--- src/verilog/tocp_pkg.sv ---
`default_nettype none
package tocp_pkg;
    // Wishbone word offsets (byte addresses)
    localparam logic [4:0] ADDR_CTRL = 5'h00;
    localparam logic [4:0] ADDR_MOD = 5'h04;
    localparam logic [4:0] ADDR_CNT = 5'h08;
    localparam logic [4:0] ADDR_CH0CTL = 5'h0C;
    localparam logic [4:0] ADDR_CH1CTL = 5'h10;
    localparam logic [4:0] ADDR_CH0VAL = 5'h14;
    localparam logic [4:0] ADDR_CH1VAL = 5'h18;
    // Timer control fields
    localparam int CTRL_PS_LSB = 0;
    localparam int CTRL_TOIE = 4;
    localparam int CTRL_TRST = 5;
    localparam int CTRL_STOP = 6;
    localparam int CTRL_TOF = 7;
    // Channel control fields
    localparam int CH_ACT_LSB = 0;
    localparam int CH_TOV = 2;
    localparam int CH_MODE_LSB = 4;
    localparam int CH_IE = 6;
    localparam int CH_FLAG = 7;
    localparam logic [1:0] MODE_UNBUF = 2'h1;
    localparam logic [1:0] MODE_BUF = 2'h2;
    localparam logic [1:0] ACT_TOGGLE = 2'h1;
    localparam logic [1:0] ACT_CLEAR = 2'h2;
    localparam logic [1:0] ACT_SET = 2'h3;
    // Reset values
    localparam logic [15:0] MOD_RESET = 16'hFFFF;
    localparam logic [15:0] VAL_RESET = 16'h0000;
    localparam logic [7:0] CTRL_RESET = 8'h40;
    localparam logic [7:0] CH_RESET = 8'h00;
    localparam logic [2:0] PS_MAX = 3'h6;
endpackage
`default_nettype wire

--- src/verilog/tocp_top.sv ---
// Contract
// [RULE_01] Counter equal to compare value sets, clears or toggles channel pin.
// [RULE_02] Compare match raises channel interrupt when channel interrupt enabled.
// [RULE_03] Unbuffered compare write replaces value for the next comparisons.
// [RULE_04] Only exact equality matches; passed values miss this period.
// [RULE_05] Software writes smaller unbuffered values in the compare handler.
// [RULE_06] Software writes larger unbuffered values in the overflow handler.
// [RULE_07] Overflow interrupt at end of each period.
// [RULE_08] Buffered bit in channel 0 control links channels onto pin 0.
// [RULE_09] Channel 0 controls first; channel 1 takes over at next overflow.
// [RULE_10] Each later overflow selects the most recently written channel value.
// [RULE_11] Linked: channel 0 control governs, channel 1 control ignored.
// [RULE_12] Linked: channel 1 pin released to general-purpose use.
// [RULE_13] Software never writes the active buffered register.
// [RULE_14] Toggle-on-overflow toggles pin when counter reaches modulo.
// [RULE_15] Software picks clear for high pulses, set for low pulses.
// [RULE_16] Undivided prescale with modulo 255 gives 256-clock period.
// [RULE_17] Compare 128 in 256-step period gives half duty.
// [RULE_18] Software never uses toggle-on-compare for PWM.
// [RULE_19] Compare match sets channel event flag.
// [RULE_20] Overflow flag set when counter reaches modulo.
// [RULE_21] Mode 01 unbuffered, mode 10 buffered.
// [RULE_22] Action 10 clears pin, 11 sets pin on compare.
// [RULE_23] Counter counts up per tick, wraps to zero after modulo.
`timescale 1ns/1ps
`default_nettype none
module tocp_top (
    input wire logic CLK_I,
    input wire logic RST_I,
    input wire logic CYC_I,
    input wire logic STB_I,
    input wire logic WE_I,
    input wire logic [4:0] ADR_I,
    input wire logic [3:0] SEL_I,
    input wire logic [31:0] DAT_I,
    output logic [31:0] DAT_O,
    output logic ACK_O,
    output logic OVF_IRQ_O,
    output logic CH0_IRQ_O,
    output logic CH1_IRQ_O,
    output logic CH0_PIN_O,
    output logic CH0_PIN_OE_O,
    output logic CH1_PIN_O,
    output logic CH1_PIN_OE_O
);
    logic [7:0] ctrl_r;
    logic [15:0] mod_r;
    logic [15:0] cnt_r;
    logic [7:0] ch0ctl_r;
    logic [7:0] ch1ctl_r;
    logic [15:0] ch0val_r;
    logic [15:0] ch1val_r;
    logic ack_r;
    logic [31:0] dat_r;
    logic sel1_r;
    logic pend1_r;
    logic tof_armed_r;
    logic ch0_armed_r;
    logic ch1_armed_r;
    logic ovf_irq_r;
    logic ch0_irq_r;
    logic ch1_irq_r;
    logic pin0_r;
    logic pin1_r;
    logic oe0_r;
    logic oe1_r;

    logic req;
    logic wr;
    logic rd;
    logic wr_ctrl;
    logic wr_mod;
    logic wr_ch0ctl;
    logic wr_ch1ctl;
    logic wr_ch0val;
    logic wr_ch1val;
    logic rd_ctrl;
    logic rd_ch0ctl;
    logic rd_ch1ctl;
    logic tick;
    logic at_mod;
    logic ovf;
    logic linked;
    logic [15:0] cmp0;
    logic match0;
    logic match1;
    logic ch0_en;
    logic ch1_en;
    logic ch0_pin;
    logic ch1_pin;
    logic [15:0] cnt_nxt;
    logic [15:0] cnt_step;
    logic [7:0] ctrl_nxt;
    logic [7:0] ch0ctl_nxt;
    logic [7:0] ch1ctl_nxt;
    logic [31:0] rdata;
    logic sel1_nxt;
    logic pend1_nxt;

    function automatic logic [15:0] merge16(input logic [15:0] old, input logic [31:0] d,
                                            input logic [3:0] be);
        merge16 = {be[1] ? d[15:8] : old[15:8], be[0] ? d[7:0] : old[7:0]};
    endfunction

    function automatic logic is_out_mode(input logic [7:0] c);
        is_out_mode = (c[tocp_pkg::CH_MODE_LSB +: 2] == tocp_pkg::MODE_UNBUF) ||
                      (c[tocp_pkg::CH_MODE_LSB +: 2] == tocp_pkg::MODE_BUF); // [RULE_21]
    endfunction

    // Bus decode; single-cycle ack, one wait state for registered data
    assign req = CYC_I && STB_I && !ack_r;
    assign wr = req && WE_I;
    assign rd = req && !WE_I;
    assign wr_ctrl = wr && (ADR_I == tocp_pkg::ADDR_CTRL) && SEL_I[0];
    assign wr_mod = wr && (ADR_I == tocp_pkg::ADDR_MOD);
    assign wr_ch0ctl = wr && (ADR_I == tocp_pkg::ADDR_CH0CTL) && SEL_I[0];
    assign wr_ch1ctl = wr && (ADR_I == tocp_pkg::ADDR_CH1CTL) && SEL_I[0];
    assign wr_ch0val = wr && (ADR_I == tocp_pkg::ADDR_CH0VAL) && (SEL_I[1:0] != 2'h0);
    assign wr_ch1val = wr && (ADR_I == tocp_pkg::ADDR_CH1VAL) && (SEL_I[1:0] != 2'h0);
    assign rd_ctrl = rd && (ADR_I == tocp_pkg::ADDR_CTRL);
    assign rd_ch0ctl = rd && (ADR_I == tocp_pkg::ADDR_CH0CTL);
    assign rd_ch1ctl = rd && (ADR_I == tocp_pkg::ADDR_CH1CTL);

    tocp_prescaler u_ps (
        .clk_i(CLK_I),
        .rst_i(RST_I),
        .clr_i(wr_ctrl && DAT_I[tocp_pkg::CTRL_TRST]),
        .run_i(!ctrl_r[tocp_pkg::CTRL_STOP]),
        .sel_i(ctrl_r[tocp_pkg::CTRL_PS_LSB +: 3] > tocp_pkg::PS_MAX ? tocp_pkg::PS_MAX :
               ctrl_r[tocp_pkg::CTRL_PS_LSB +: 3]),
        .tick_o(tick)
    );

    assign at_mod = (cnt_r == mod_r);
    assign ovf = tick && at_mod; // [RULE_20] [RULE_16]
    // Value the count steps onto at the next tick
    assign cnt_step = at_mod ? 16'h0000 : 16'(cnt_r + 16'h0001);
    assign cnt_nxt = (wr_ctrl && DAT_I[tocp_pkg::CTRL_TRST]) ? 16'h0000 :
                     tick ? cnt_step : cnt_r; // [RULE_23]

    // Link: channel 0 mode field top bit wins over its low bit
    assign linked = ch0ctl_r[tocp_pkg::CH_MODE_LSB + 1]; // [RULE_08] [RULE_11]
    assign cmp0 = (linked && sel1_r) ? ch1val_r : ch0val_r; // [RULE_09]
    // Exact equality only; a value already passed waits a whole period
    // Fires as the count steps onto the value, so 128 of 256 is exactly half
    assign match0 = tick && (cnt_step == cmp0); // [RULE_04] [RULE_03] [RULE_17]
    assign match1 = tick && !linked && (cnt_step == ch1val_r);
    assign ch0_en = is_out_mode(ch0ctl_r);
    assign ch1_en = !linked && is_out_mode(ch1ctl_r); // [RULE_12]

    tocp_channel u_ch0 (
        .clk_i(CLK_I),
        .rst_i(RST_I),
        .tick_i(tick),
        .match_i(cnt_step == cmp0),
        .ovf_i(at_mod),
        .active_i(ch0_en),
        .act_i(ch0ctl_r[tocp_pkg::CH_ACT_LSB +: 2]), // [RULE_22]
        .tov_i(ch0ctl_r[tocp_pkg::CH_TOV]),
        .pin_o(ch0_pin)
    );

    tocp_channel u_ch1 (
        .clk_i(CLK_I),
        .rst_i(RST_I),
        .tick_i(tick),
        .match_i(cnt_step == ch1val_r),
        .ovf_i(at_mod),
        .active_i(ch1_en),
        .act_i(ch1ctl_r[tocp_pkg::CH_ACT_LSB +: 2]),
        .tov_i(ch1ctl_r[tocp_pkg::CH_TOV]),
        .pin_o(ch1_pin)
    );

    // Last written pair takes over only at overflow
    assign pend1_nxt = wr_ch1val ? 1'b1 : wr_ch0val ? 1'b0 : pend1_r;
    assign sel1_nxt = !linked ? 1'b0 : ovf ? pend1_nxt : sel1_r; // [RULE_10] [RULE_09]

    // Flags: set wins over clear; clear needs read-while-set first
    assign ctrl_nxt = {
        ovf | (ctrl_r[tocp_pkg::CTRL_TOF] &
               ~(wr_ctrl && tof_armed_r && !DAT_I[tocp_pkg::CTRL_TOF])), // [RULE_20]
        wr_ctrl ? DAT_I[6] : ctrl_r[6],
        1'b0,
        wr_ctrl ? DAT_I[4] : ctrl_r[4],
        1'b0,
        wr_ctrl ? DAT_I[2:0] : ctrl_r[2:0]
    };
    assign ch0ctl_nxt = {
        (match0 && ch0_en) | (ch0ctl_r[7] &
               ~(wr_ch0ctl && ch0_armed_r && !DAT_I[tocp_pkg::CH_FLAG])), // [RULE_19]
        wr_ch0ctl ? DAT_I[6:0] : ch0ctl_r[6:0]
    };
    assign ch1ctl_nxt = {
        (match1 && ch1_en) | (ch1ctl_r[7] &
               ~(wr_ch1ctl && ch1_armed_r && !DAT_I[tocp_pkg::CH_FLAG])),
        wr_ch1ctl ? DAT_I[6:0] : ch1ctl_r[6:0]
    };

    assign rdata = (ADR_I == tocp_pkg::ADDR_CTRL) ? {24'h0, ctrl_r} :
                   (ADR_I == tocp_pkg::ADDR_MOD) ? {16'h0, mod_r} :
                   (ADR_I == tocp_pkg::ADDR_CNT) ? {16'h0, cnt_r} :
                   (ADR_I == tocp_pkg::ADDR_CH0CTL) ? {24'h0, ch0ctl_r} :
                   (ADR_I == tocp_pkg::ADDR_CH1CTL) ? {24'h0, ch1ctl_r} :
                   (ADR_I == tocp_pkg::ADDR_CH0VAL) ? {16'h0, ch0val_r} :
                   (ADR_I == tocp_pkg::ADDR_CH1VAL) ? {16'h0, ch1val_r} : 32'h0;

    always_ff @(posedge CLK_I or posedge RST_I) begin
        if (RST_I) begin
            ctrl_r <= tocp_pkg::CTRL_RESET;
            mod_r <= tocp_pkg::MOD_RESET;
            cnt_r <= 16'h0000;
            ch0ctl_r <= tocp_pkg::CH_RESET;
            ch1ctl_r <= tocp_pkg::CH_RESET;
            ch0val_r <= tocp_pkg::VAL_RESET;
            ch1val_r <= tocp_pkg::VAL_RESET;
        end else begin
            ctrl_r <= ctrl_nxt;
            cnt_r <= cnt_nxt;
            ch0ctl_r <= ch0ctl_nxt;
            ch1ctl_r <= ch1ctl_nxt;
            if (wr_mod) begin
                mod_r <= merge16(mod_r, DAT_I, SEL_I);
            end
            if (wr_ch0val) begin
                ch0val_r <= merge16(ch0val_r, DAT_I, SEL_I); // [RULE_03]
            end
            if (wr_ch1val) begin
                ch1val_r <= merge16(ch1val_r, DAT_I, SEL_I);
            end
        end
    end

    always_ff @(posedge CLK_I or posedge RST_I) begin
        if (RST_I) begin
            sel1_r <= 1'b0;
            pend1_r <= 1'b0;
            tof_armed_r <= 1'b0;
            ch0_armed_r <= 1'b0;
            ch1_armed_r <= 1'b0;
        end else begin
            sel1_r <= sel1_nxt;
            pend1_r <= pend1_nxt;
            tof_armed_r <= rd_ctrl ? ctrl_r[tocp_pkg::CTRL_TOF] : tof_armed_r && !wr_ctrl;
            ch0_armed_r <= rd_ch0ctl ? ch0ctl_r[7] : ch0_armed_r && !wr_ch0ctl;
            ch1_armed_r <= rd_ch1ctl ? ch1ctl_r[7] : ch1_armed_r && !wr_ch1ctl;
        end
    end

    always_ff @(posedge CLK_I or posedge RST_I) begin
        if (RST_I) begin
            ack_r <= 1'b0;
            dat_r <= 32'h0;
            ovf_irq_r <= 1'b0;
            ch0_irq_r <= 1'b0;
            ch1_irq_r <= 1'b0;
            pin0_r <= 1'b0;
            pin1_r <= 1'b0;
            oe0_r <= 1'b0;
            oe1_r <= 1'b0;
        end else begin
            ack_r <= req;
            dat_r <= rd ? rdata : 32'h0;
            ovf_irq_r <= ctrl_r[tocp_pkg::CTRL_TOF] && ctrl_r[tocp_pkg::CTRL_TOIE]; // [RULE_07]
            ch0_irq_r <= ch0ctl_r[7] && ch0ctl_r[tocp_pkg::CH_IE]; // [RULE_02]
            ch1_irq_r <= ch1ctl_r[7] && ch1ctl_r[tocp_pkg::CH_IE] && !linked;
            pin0_r <= ch0_pin;
            pin1_r <= ch1_pin;
            oe0_r <= ch0_en;
            oe1_r <= ch1_en; // [RULE_12]
        end
    end

    assign DAT_O = dat_r;
    assign ACK_O = ack_r;
    assign OVF_IRQ_O = ovf_irq_r;
    assign CH0_IRQ_O = ch0_irq_r;
    assign CH1_IRQ_O = ch1_irq_r;
    assign CH0_PIN_O = pin0_r;
    assign CH0_PIN_OE_O = oe0_r;
    assign CH1_PIN_O = pin1_r;
    assign CH1_PIN_OE_O = oe1_r;

    // Checks
    property p_ovf_flag;
        @(posedge CLK_I) disable iff (RST_I) ovf |=> ctrl_r[tocp_pkg::CTRL_TOF];
    endproperty
    a_ovf_flag: assert property (p_ovf_flag) else $error("overflow flag not set"); // [RULE_20]
    property p_wrap;
        @(posedge CLK_I) disable iff (RST_I) (ovf && !wr_ctrl) |=> (cnt_r == 16'h0000);
    endproperty
    a_wrap: assert property (p_wrap) else $error("counter did not wrap"); // [RULE_23]
    property p_ch_flag;
        @(posedge CLK_I) disable iff (RST_I) (match0 && ch0_en) |=> ch0ctl_r[7];
    endproperty
    a_ch_flag: assert property (p_ch_flag) else $error("channel flag not set"); // [RULE_19]
    property p_irq0;
        @(posedge CLK_I) disable iff (RST_I)
            (ch0ctl_r[7] && ch0ctl_r[tocp_pkg::CH_IE]) |=> CH0_IRQ_O;
    endproperty
    a_irq0: assert property (p_irq0) else $error("channel irq missing"); // [RULE_02]
    property p_ovf_irq;
        @(posedge CLK_I) disable iff (RST_I)
            (ovf && ctrl_r[tocp_pkg::CTRL_TOIE] && !wr_ctrl) |=> ##1 OVF_IRQ_O;
    endproperty
    a_ovf_irq: assert property (p_ovf_irq) else $error("overflow irq missing"); // [RULE_07]
    property p_set_act;
        @(posedge CLK_I) disable iff (RST_I)
            (match0 && ch0_en && !at_mod && ch0ctl_r[1:0] == tocp_pkg::ACT_SET) |=> ##1 CH0_PIN_O;
    endproperty
    a_set_act: assert property (p_set_act) else $error("set on compare failed"); // [RULE_22]
    property p_tov;
        @(posedge CLK_I) disable iff (RST_I)
            (ovf && ch0_en && ch0ctl_r[tocp_pkg::CH_TOV]) |=> ##1 (CH0_PIN_O != $past(CH0_PIN_O));
    endproperty
    a_tov: assert property (p_tov) else $error("overflow toggle missing"); // [RULE_14]
    property p_release;
        @(posedge CLK_I) disable iff (RST_I) linked |=> !CH1_PIN_OE_O;
    endproperty
    a_release: assert property (p_release) else $error("pin 1 not released"); // [RULE_12]
    property p_switch;
        @(posedge CLK_I) disable iff (RST_I) (!ovf && linked) |=> (sel1_r == $past(sel1_r));
    endproperty
    a_switch: assert property (p_switch) else $error("buffer switched off overflow"); // [RULE_09]
    property p_clear_act;
        @(posedge CLK_I) disable iff (RST_I)
            (match0 && ch0_en && !at_mod && ch0ctl_r[1:0] == tocp_pkg::ACT_CLEAR)
                |=> ##1 !CH0_PIN_O;
    endproperty
    a_clear_act: assert property (p_clear_act) else $error("clear action failed"); // [RULE_22]
    property p_ch1_quiet;
        @(posedge CLK_I) disable iff (RST_I) linked |=> !CH1_IRQ_O;
    endproperty
    a_ch1_quiet: assert property (p_ch1_quiet) else $error("ch1 irq linked"); // [RULE_11]
    property p_mode_off;
        @(posedge CLK_I) disable iff (RST_I) !is_out_mode(ch0ctl_r) |=> !CH0_PIN_OE_O;
    endproperty
    a_mode_off: assert property (p_mode_off) else $error("pin 0 driven"); // [RULE_21]
    c_ovf: cover property (@(posedge CLK_I) disable iff (RST_I) ovf);
    c_match: cover property (@(posedge CLK_I) disable iff (RST_I) match0 && ch0_en);
    c_link_sw: cover property (@(posedge CLK_I) disable iff (RST_I) linked && ovf && pend1_r);
    c_prescaled: cover property (@(posedge CLK_I) disable iff (RST_I)
        !tick && !ctrl_r[tocp_pkg::CTRL_STOP]);
endmodule
`default_nettype wire

--- src/verilog/tocp_prescaler.sv ---
`timescale 1ns/1ps
`default_nettype none
module tocp_prescaler (
    input wire logic clk_i,
    input wire logic rst_i,
    input wire logic clr_i,
    input wire logic run_i,
    input wire logic [2:0] sel_i,
    output logic tick_o
);
    logic [5:0] div_r;
    logic [6:0] div_ext;
    logic [6:0] sel_mask;
    assign div_ext = {1'b0, div_r} + 7'h01;
    // Divide by 2**sel; sel 0 ticks every bus clock
    assign sel_mask = 7'(({1'b0, 6'h3F}) >> (3'h6 - sel_i));
    assign tick_o = run_i && ((div_r & sel_mask[5:0]) == sel_mask[5:0]);
    always_ff @(posedge clk_i or posedge rst_i) begin
        if (rst_i) begin
            div_r <= 6'h00;
        end else if (clr_i) begin
            div_r <= 6'h00;
        end else if (run_i) begin
            div_r <= div_ext[5:0];
        end
    end
endmodule
`default_nettype wire

--- src/verilog/tocp_channel.sv ---
`timescale 1ns/1ps
`default_nettype none
module tocp_channel (
    input wire logic clk_i,
    input wire logic rst_i,
    input wire logic tick_i,
    input wire logic match_i,
    input wire logic ovf_i,
    input wire logic active_i,
    input wire logic [1:0] act_i,
    input wire logic tov_i,
    output logic pin_o
);
    logic pin_r;
    logic pin_nxt;
    logic pin_cmp;
    // Overflow toggle first; a compare action on the same tick is dropped
    assign pin_cmp = (act_i == tocp_pkg::ACT_SET) ? 1'b1 :
                     (act_i == tocp_pkg::ACT_CLEAR) ? 1'b0 :
                     (act_i == tocp_pkg::ACT_TOGGLE) ? ~pin_r : pin_r;
    assign pin_nxt = (tick_i && ovf_i && tov_i && active_i) ? ~pin_r :
                     (tick_i && match_i && active_i) ? pin_cmp : pin_r; // [RULE_01] [RULE_14]
    always_ff @(posedge clk_i or posedge rst_i) begin
        if (rst_i) begin
            pin_r <= 1'b0;
        end else begin
            pin_r <= pin_nxt;
        end
    end
    assign pin_o = pin_r;
endmodule
`default_nettype wire

--- config.mk ---
export PLATFORM = sky130hd
export DESIGN_NAME = tocp_top
export DESIGN_NICKNAME = d
export VERILOG_FILES = /design/src/verilog/tocp_pkg.sv /design/src/verilog/tocp_top.sv /design/src/verilog/tocp_prescaler.sv /design/src/verilog/tocp_channel.sv
export SDC_FILE = /design/constraint.sdc
export NUM_CORES = 1
export LEC_CHECK = 0
export BUFFER_PORTS_ARGS = -buffer_cell sky130_fd_sc_hd__buf_4
export CORE_ASPECT_RATIO = 1.2
export CORE_MARGIN = 3
export CORE_UTILIZATION = 25
export CTS_CLUSTER_DIAMETER = 80
export DETAILED_ROUTE_END_ITERATION = 8
export GPL_TIMING_DRIVEN = 0
export SLEW_MARGIN = 10
export SYNTH_ARGS = -nofsm -noshare
export SYNTH_HDL_FRONTEND = slang
export SYNTH_SLANG_ARGS = --single-unit
--- constraint.sdc ---
create_clock -name CLK_I -period 3.9 [get_ports CLK_I]
set_clock_uncertainty 0.1 [all_clocks]
set_input_delay 0.39 -clock CLK_I [delete_from_list [all_inputs] [get_ports CLK_I]]
set_output_delay 0.39 -clock CLK_I [all_outputs]
set_load 0.02 [all_outputs]
==> metrics list <==
- In the final layout, flip-flops and latches occupy 3100 um^2.
- Setup repair after global routing left no endpoint under its margin.
* Total routing usage reported by global routing: 13.4%
- Endpoint required time on the critical path: 4110 ps
- In this run, flip-flops and latches consume 36.3% of the power.
- Number of nets with antenna violations after detailed routing: 0
- Yosys mapped a number of flops with a built-in enable equal to 0.
* Horizontal die dimension: 160 um
- Avg Vias per Cell: 4.99
* Critical path type: register to register
- The post-route netlist has 28.5% of its cells at a drive strength greater than 1.
* Core region area: 27500 um^2
- Area enclosed by the die boundary: 30400 um^2
* Crit end category: register
- GR met1 Demand/Resource: 17.4%
- For this design the top-level I/O count stands at 86.
- Measured against its own limit, the worst slew margin works out to 26.0%.
* # rows: 66
- The total count of max-transition violations in the final report came to 0.
- Grouping stages by cell kind, the critical path spends the most delay in compound AO/OA/AOI/OAI gates.
- Clock-pin slew reported for the worst setup and hold paths after clock tree synthesis: 60 ps
- Result of the run: complete, no violations
- The tool flagged a number of max-cap violations equal to 0.
- After detailed routing, the number of remaining DRC violations is 0.
- Startpoint type of the worst setup path: register
* Number of H-tree levels: 4
- PnR Total Power: 4.10 mW
- Async set-or-reset flop fraction in the synthesized netlist: 100%
- Final critical path time including I/O delays and setup: 3600 ps
- The multi-input combinational cells in the finished layout cover a total of 3670 um^2.
- Combinational logic is responsible for 21.4% of the overall power.
* Final-layout fill cell count: 2802
* Starting Density: 25.8%
- Synth warnings: 0
- Instance count of the mapped netlist: 688
- Number of global-route vias before repair: 5700
- Setup violations remaining at the end of the flow were counted as 0.
- The number of clock buffers added by TritonCTS is 17.
- In this run the deepest clock path goes through 2 buffers.
* Post-detailed-placement half-perimeter wirelength: 15100 um
- The final critical path takes up 92.3% of the cycle.
* Clock tree from TritonCTS: done
- Routed wire length: 20400 um
* Average cell area after synthesis: 10.3 um^2
- For this run, global-route usage on met3 was measured as 3.35%.
* Cells traversed along the worst timing path: buf_2 -> xnor2_1 -> nand4_1 -> nor4_4 -> buf_4 -> a31oi_1 -> o32ai_1 -> a41o_1 -> o211ai_1
- Cell internal power was estimated by the tool at 2.85 mW.
* Clock root buffer: sky130_fd_sc_hd__clkbuf_16
- In the synthesized netlist the dominant register cell turns out to be sky130_fd_sc_hd__dfrtp_1.
- The first detailed-routing pass ran for 5 iterations.
- Buffers plus inverters on the worst setup path: 2
- Vias: 5799
- Growth of design area from synthesis to finish: 22.4%
- Count of inserted antenna diode cells: 0
- Worst min-delay path class: primary input to register
- DR iter-0 viols: 491
- In this run the static leakage power is 3.74 nW.
- After clock tree synthesis, the repair step resized 0 gates.
- Routed wirelength normalized by instance count: 17.5 um
- Unique cell type count in the Yosys netlist: 83
- Worst setup slack before clock tree synthesis: 391 ps
- After the last flow step, the layout net total stands at 823.
- At the pin with the least slew margin, the transition time is 1110 ps.
* Switching share of total power: 30.6%
* Count of port buffers added during placement: 50
* Met2 demand-to-capacity share in global routing: 22.1%
- Switching power total: 1.26 mW
* Clock sink count: 123
- Largest stage delay on the critical path: 840 ps
* Area of the mapped netlist: 7090 um^2
- Overall overflow remaining after global route: 0
- For this run, the top clock speed supported by timing is 0.278 GHz.
* Arrival @ worst endpoint: 3810 ps
* Maximum number of pins on one net before global-route repair: 64
- Among all stages on the critical path, the largest delay is contributed by sky130_fd_sc_hd__o32ai_1.
- After global routing, the most crowded layer is met2.
- Sequential cells were found to cover 43.7% of the synthesized design area.
- Per report_power, the clock group accounts for 42.3% of the total.
- Pwr Density: 473 nW/um^2
* Wire length of the first global-routing pass: 31900 um
- Maximum fanout count along the critical path: 10
- Yosys reg bits: 123
* Height of the die: 190 um
* Final standard cell utilization of the core: 31.5%
- The number of antenna violations at the first check in global routing was 0.
- Hold Violations, Final: 0
* Peak supply drop: 0.000236 V
* Final worst-path setup slack: 299 ps
- Later-pin clock latency in the skew report: 430 ps
- Placer congestion estimate: 0.894
what timing repair did:
| action | 4_1_cts | 5_1_grt |
|---|---|---|
| hold buffers | 1 | 0 |
| setup buffers | 0 | 0 |
| hold endpoints to repair | 52 | 0 |
cells in the final DEF, fill, tap and decap left out, drive strengths merged, types with 16 or more instances in the layout:
cell type | synthesis | routed
clkbuf | 19 | 39
nand2 | 53 | 53
dfstp | 17 | 17
dfrtp | 106 | 106
conb | 1 | 16
nand3 | 22 | 22
nor2 | 37 | 37
nor3 | 20 | 20
buf | 39 | 90
a21oi | 42 | 42
mux2i | 17 | 17
xnor2 | 37 | 37
mux2 | 68 | 68
o21ai | 30 | 30
metal layers:
| metal | routed length [um] | up-vias | part of all wire (%) |
|---|---|---|---|
| li1 | - | 2683 | - |
| met1 | 9000 | 2911 | 44 |
| met2 | 9900 | 179 | 49 |
| met3 | 1150 | 26 | 5.6 |
| met4 | 320 | 0 | 1.6 |
| met5 | 0 | - | 0 |
worst register-to-register path, cell delays in order, from the launching register on:
cell	delay, ps
sky130_fd_sc_hd__dfrtp_1	350
sky130_fd_sc_hd__buf_2	180
sky130_fd_sc_hd__xnor2_1	310
sky130_fd_sc_hd__nand4_1	260
sky130_fd_sc_hd__nor4_4	660
sky130_fd_sc_hd__buf_4	320
sky130_fd_sc_hd__a31oi_1	80
sky130_fd_sc_hd__o32ai_1	840
sky130_fd_sc_hd__a41o_1	290
sky130_fd_sc_hd__o211ai_1	80
path summary, 6_finish.rpt:
| check | startpoint | end | slack [ps] | cells after the start |
|---|---|---|---|---|
| worst max-delay path | cnt_r[12]$_DFFE_PP0P_ | u_ch0.pin_o$_DFFE_PP0P_ | 300 | 9 |
| min in group asynchronous | RST_I | u_ps.div_r[4]$_DFFE_PP0P_ | 510 | 3 |
| worst max register to register | cnt_r[12]$_DFFE_PP0P_ | u_ch0.pin_o$_DFFE_PP0P_ | 300 | 9 |
| worst min-delay path | DAT_I[15] | mod_r[15]$_DFFE_PP1P_ | 110 | 2 |
| max in group asynchronous | RST_I | mod_r[8]$_DFFE_PP1P_ | 2430 | 4 |
| worst min register to register | u_ch0.pin_o$_DFFE_PP0P_ | CH0_PIN_O$_DFF_PP0_ | 340 | 0 |
synth_stat cells (all sizes together) (4+ instances only):
cell type	number	area share, %
mux2	68	11
buf	39	3.7
and3	8	0.72
xnor2	37	4.6
a31oi	4	0.35
dfrtp	106	37
a222oi	9	1.3
a22oi	14	1.5
a21oi	42	3.0
o211ai	4	0.42
nand4b	5	0.62
nor2b	7	0.62
nand4	11	1.1
mux2i	17	2.4
nand3	22	1.7
dfstp	17	6.3
inv	9	0.48
nand2b	7	0.62
nor4	9	1.3
o21ai	30	2.1
clkbuf	19	1.1
nor3	20	1.5
or3	5	0.51
xor2	14	1.7
and2	5	0.46
nor2	37	2.0
nor4b	5	0.71
nand2	53	2.8
registers in the layout (all words and copies together) (netlist names), 6 cells and up:
register    flops
cnt_r          16
DAT_O          16
ch0ctl_r        8
ctrl_r          6
ch0val_r       16
ch1val_r       16
u_ps.div_r      6
mod_r          16
ch1ctl_r        8
power groups by stage:
stage	Sequential, mW	Combinational, mW	Clock [mW]
after floorplan	1.48	0.639	0
after global placement	1.51	0.858	0
after detailed placement	1.51	0.872	0
after CTS	1.49	0.875	1.75
after global routing	1.50	0.956	1.83
final	1.49	0.876	1.74
kinds of logic (layout without fill, tap and decap cells):
logic type	count (synthesis)	after routing	share of synthesized area, %
multiplexers	85	85	13.2
buffers and inverters	67	151	5.35
other	1	16	0.0529
adder cells (fa/ha/maj)	3	3	0.530
flip-flops	123	123	43.7
XOR/XNOR	51	51	6.30
AO/OA/AOI/OAI	150	150	14.6
AND/OR/NAND/NOR	208	208	16.2
final cells by class:
class,count,area share (%)
clock buffer,20,5.26
buffer,58,3.98
inverter,9,0.447
multi-input combinational,513,42.3
tap,374,5.39
clock inverter,12,2.16
timing repair buffer,52,4.76
sequential,123,35.7
stage by stage:
step / setup TNS, ps / std cells / hold WS, ps / cell area (um^2)
floorplan: 0 / 703 / 279 / 7150
global placement: -141720 / 1127 / 330 / 7990
detailed placement: 0 / 1128 / 319 / 8020
CTS: 0 / 1161 / 104 / 8680
global route: 0 / 1161 / 107 / 8680
finish: 0 / 1161 / 113 / 8680
Power figures use the tool's default switching activity.
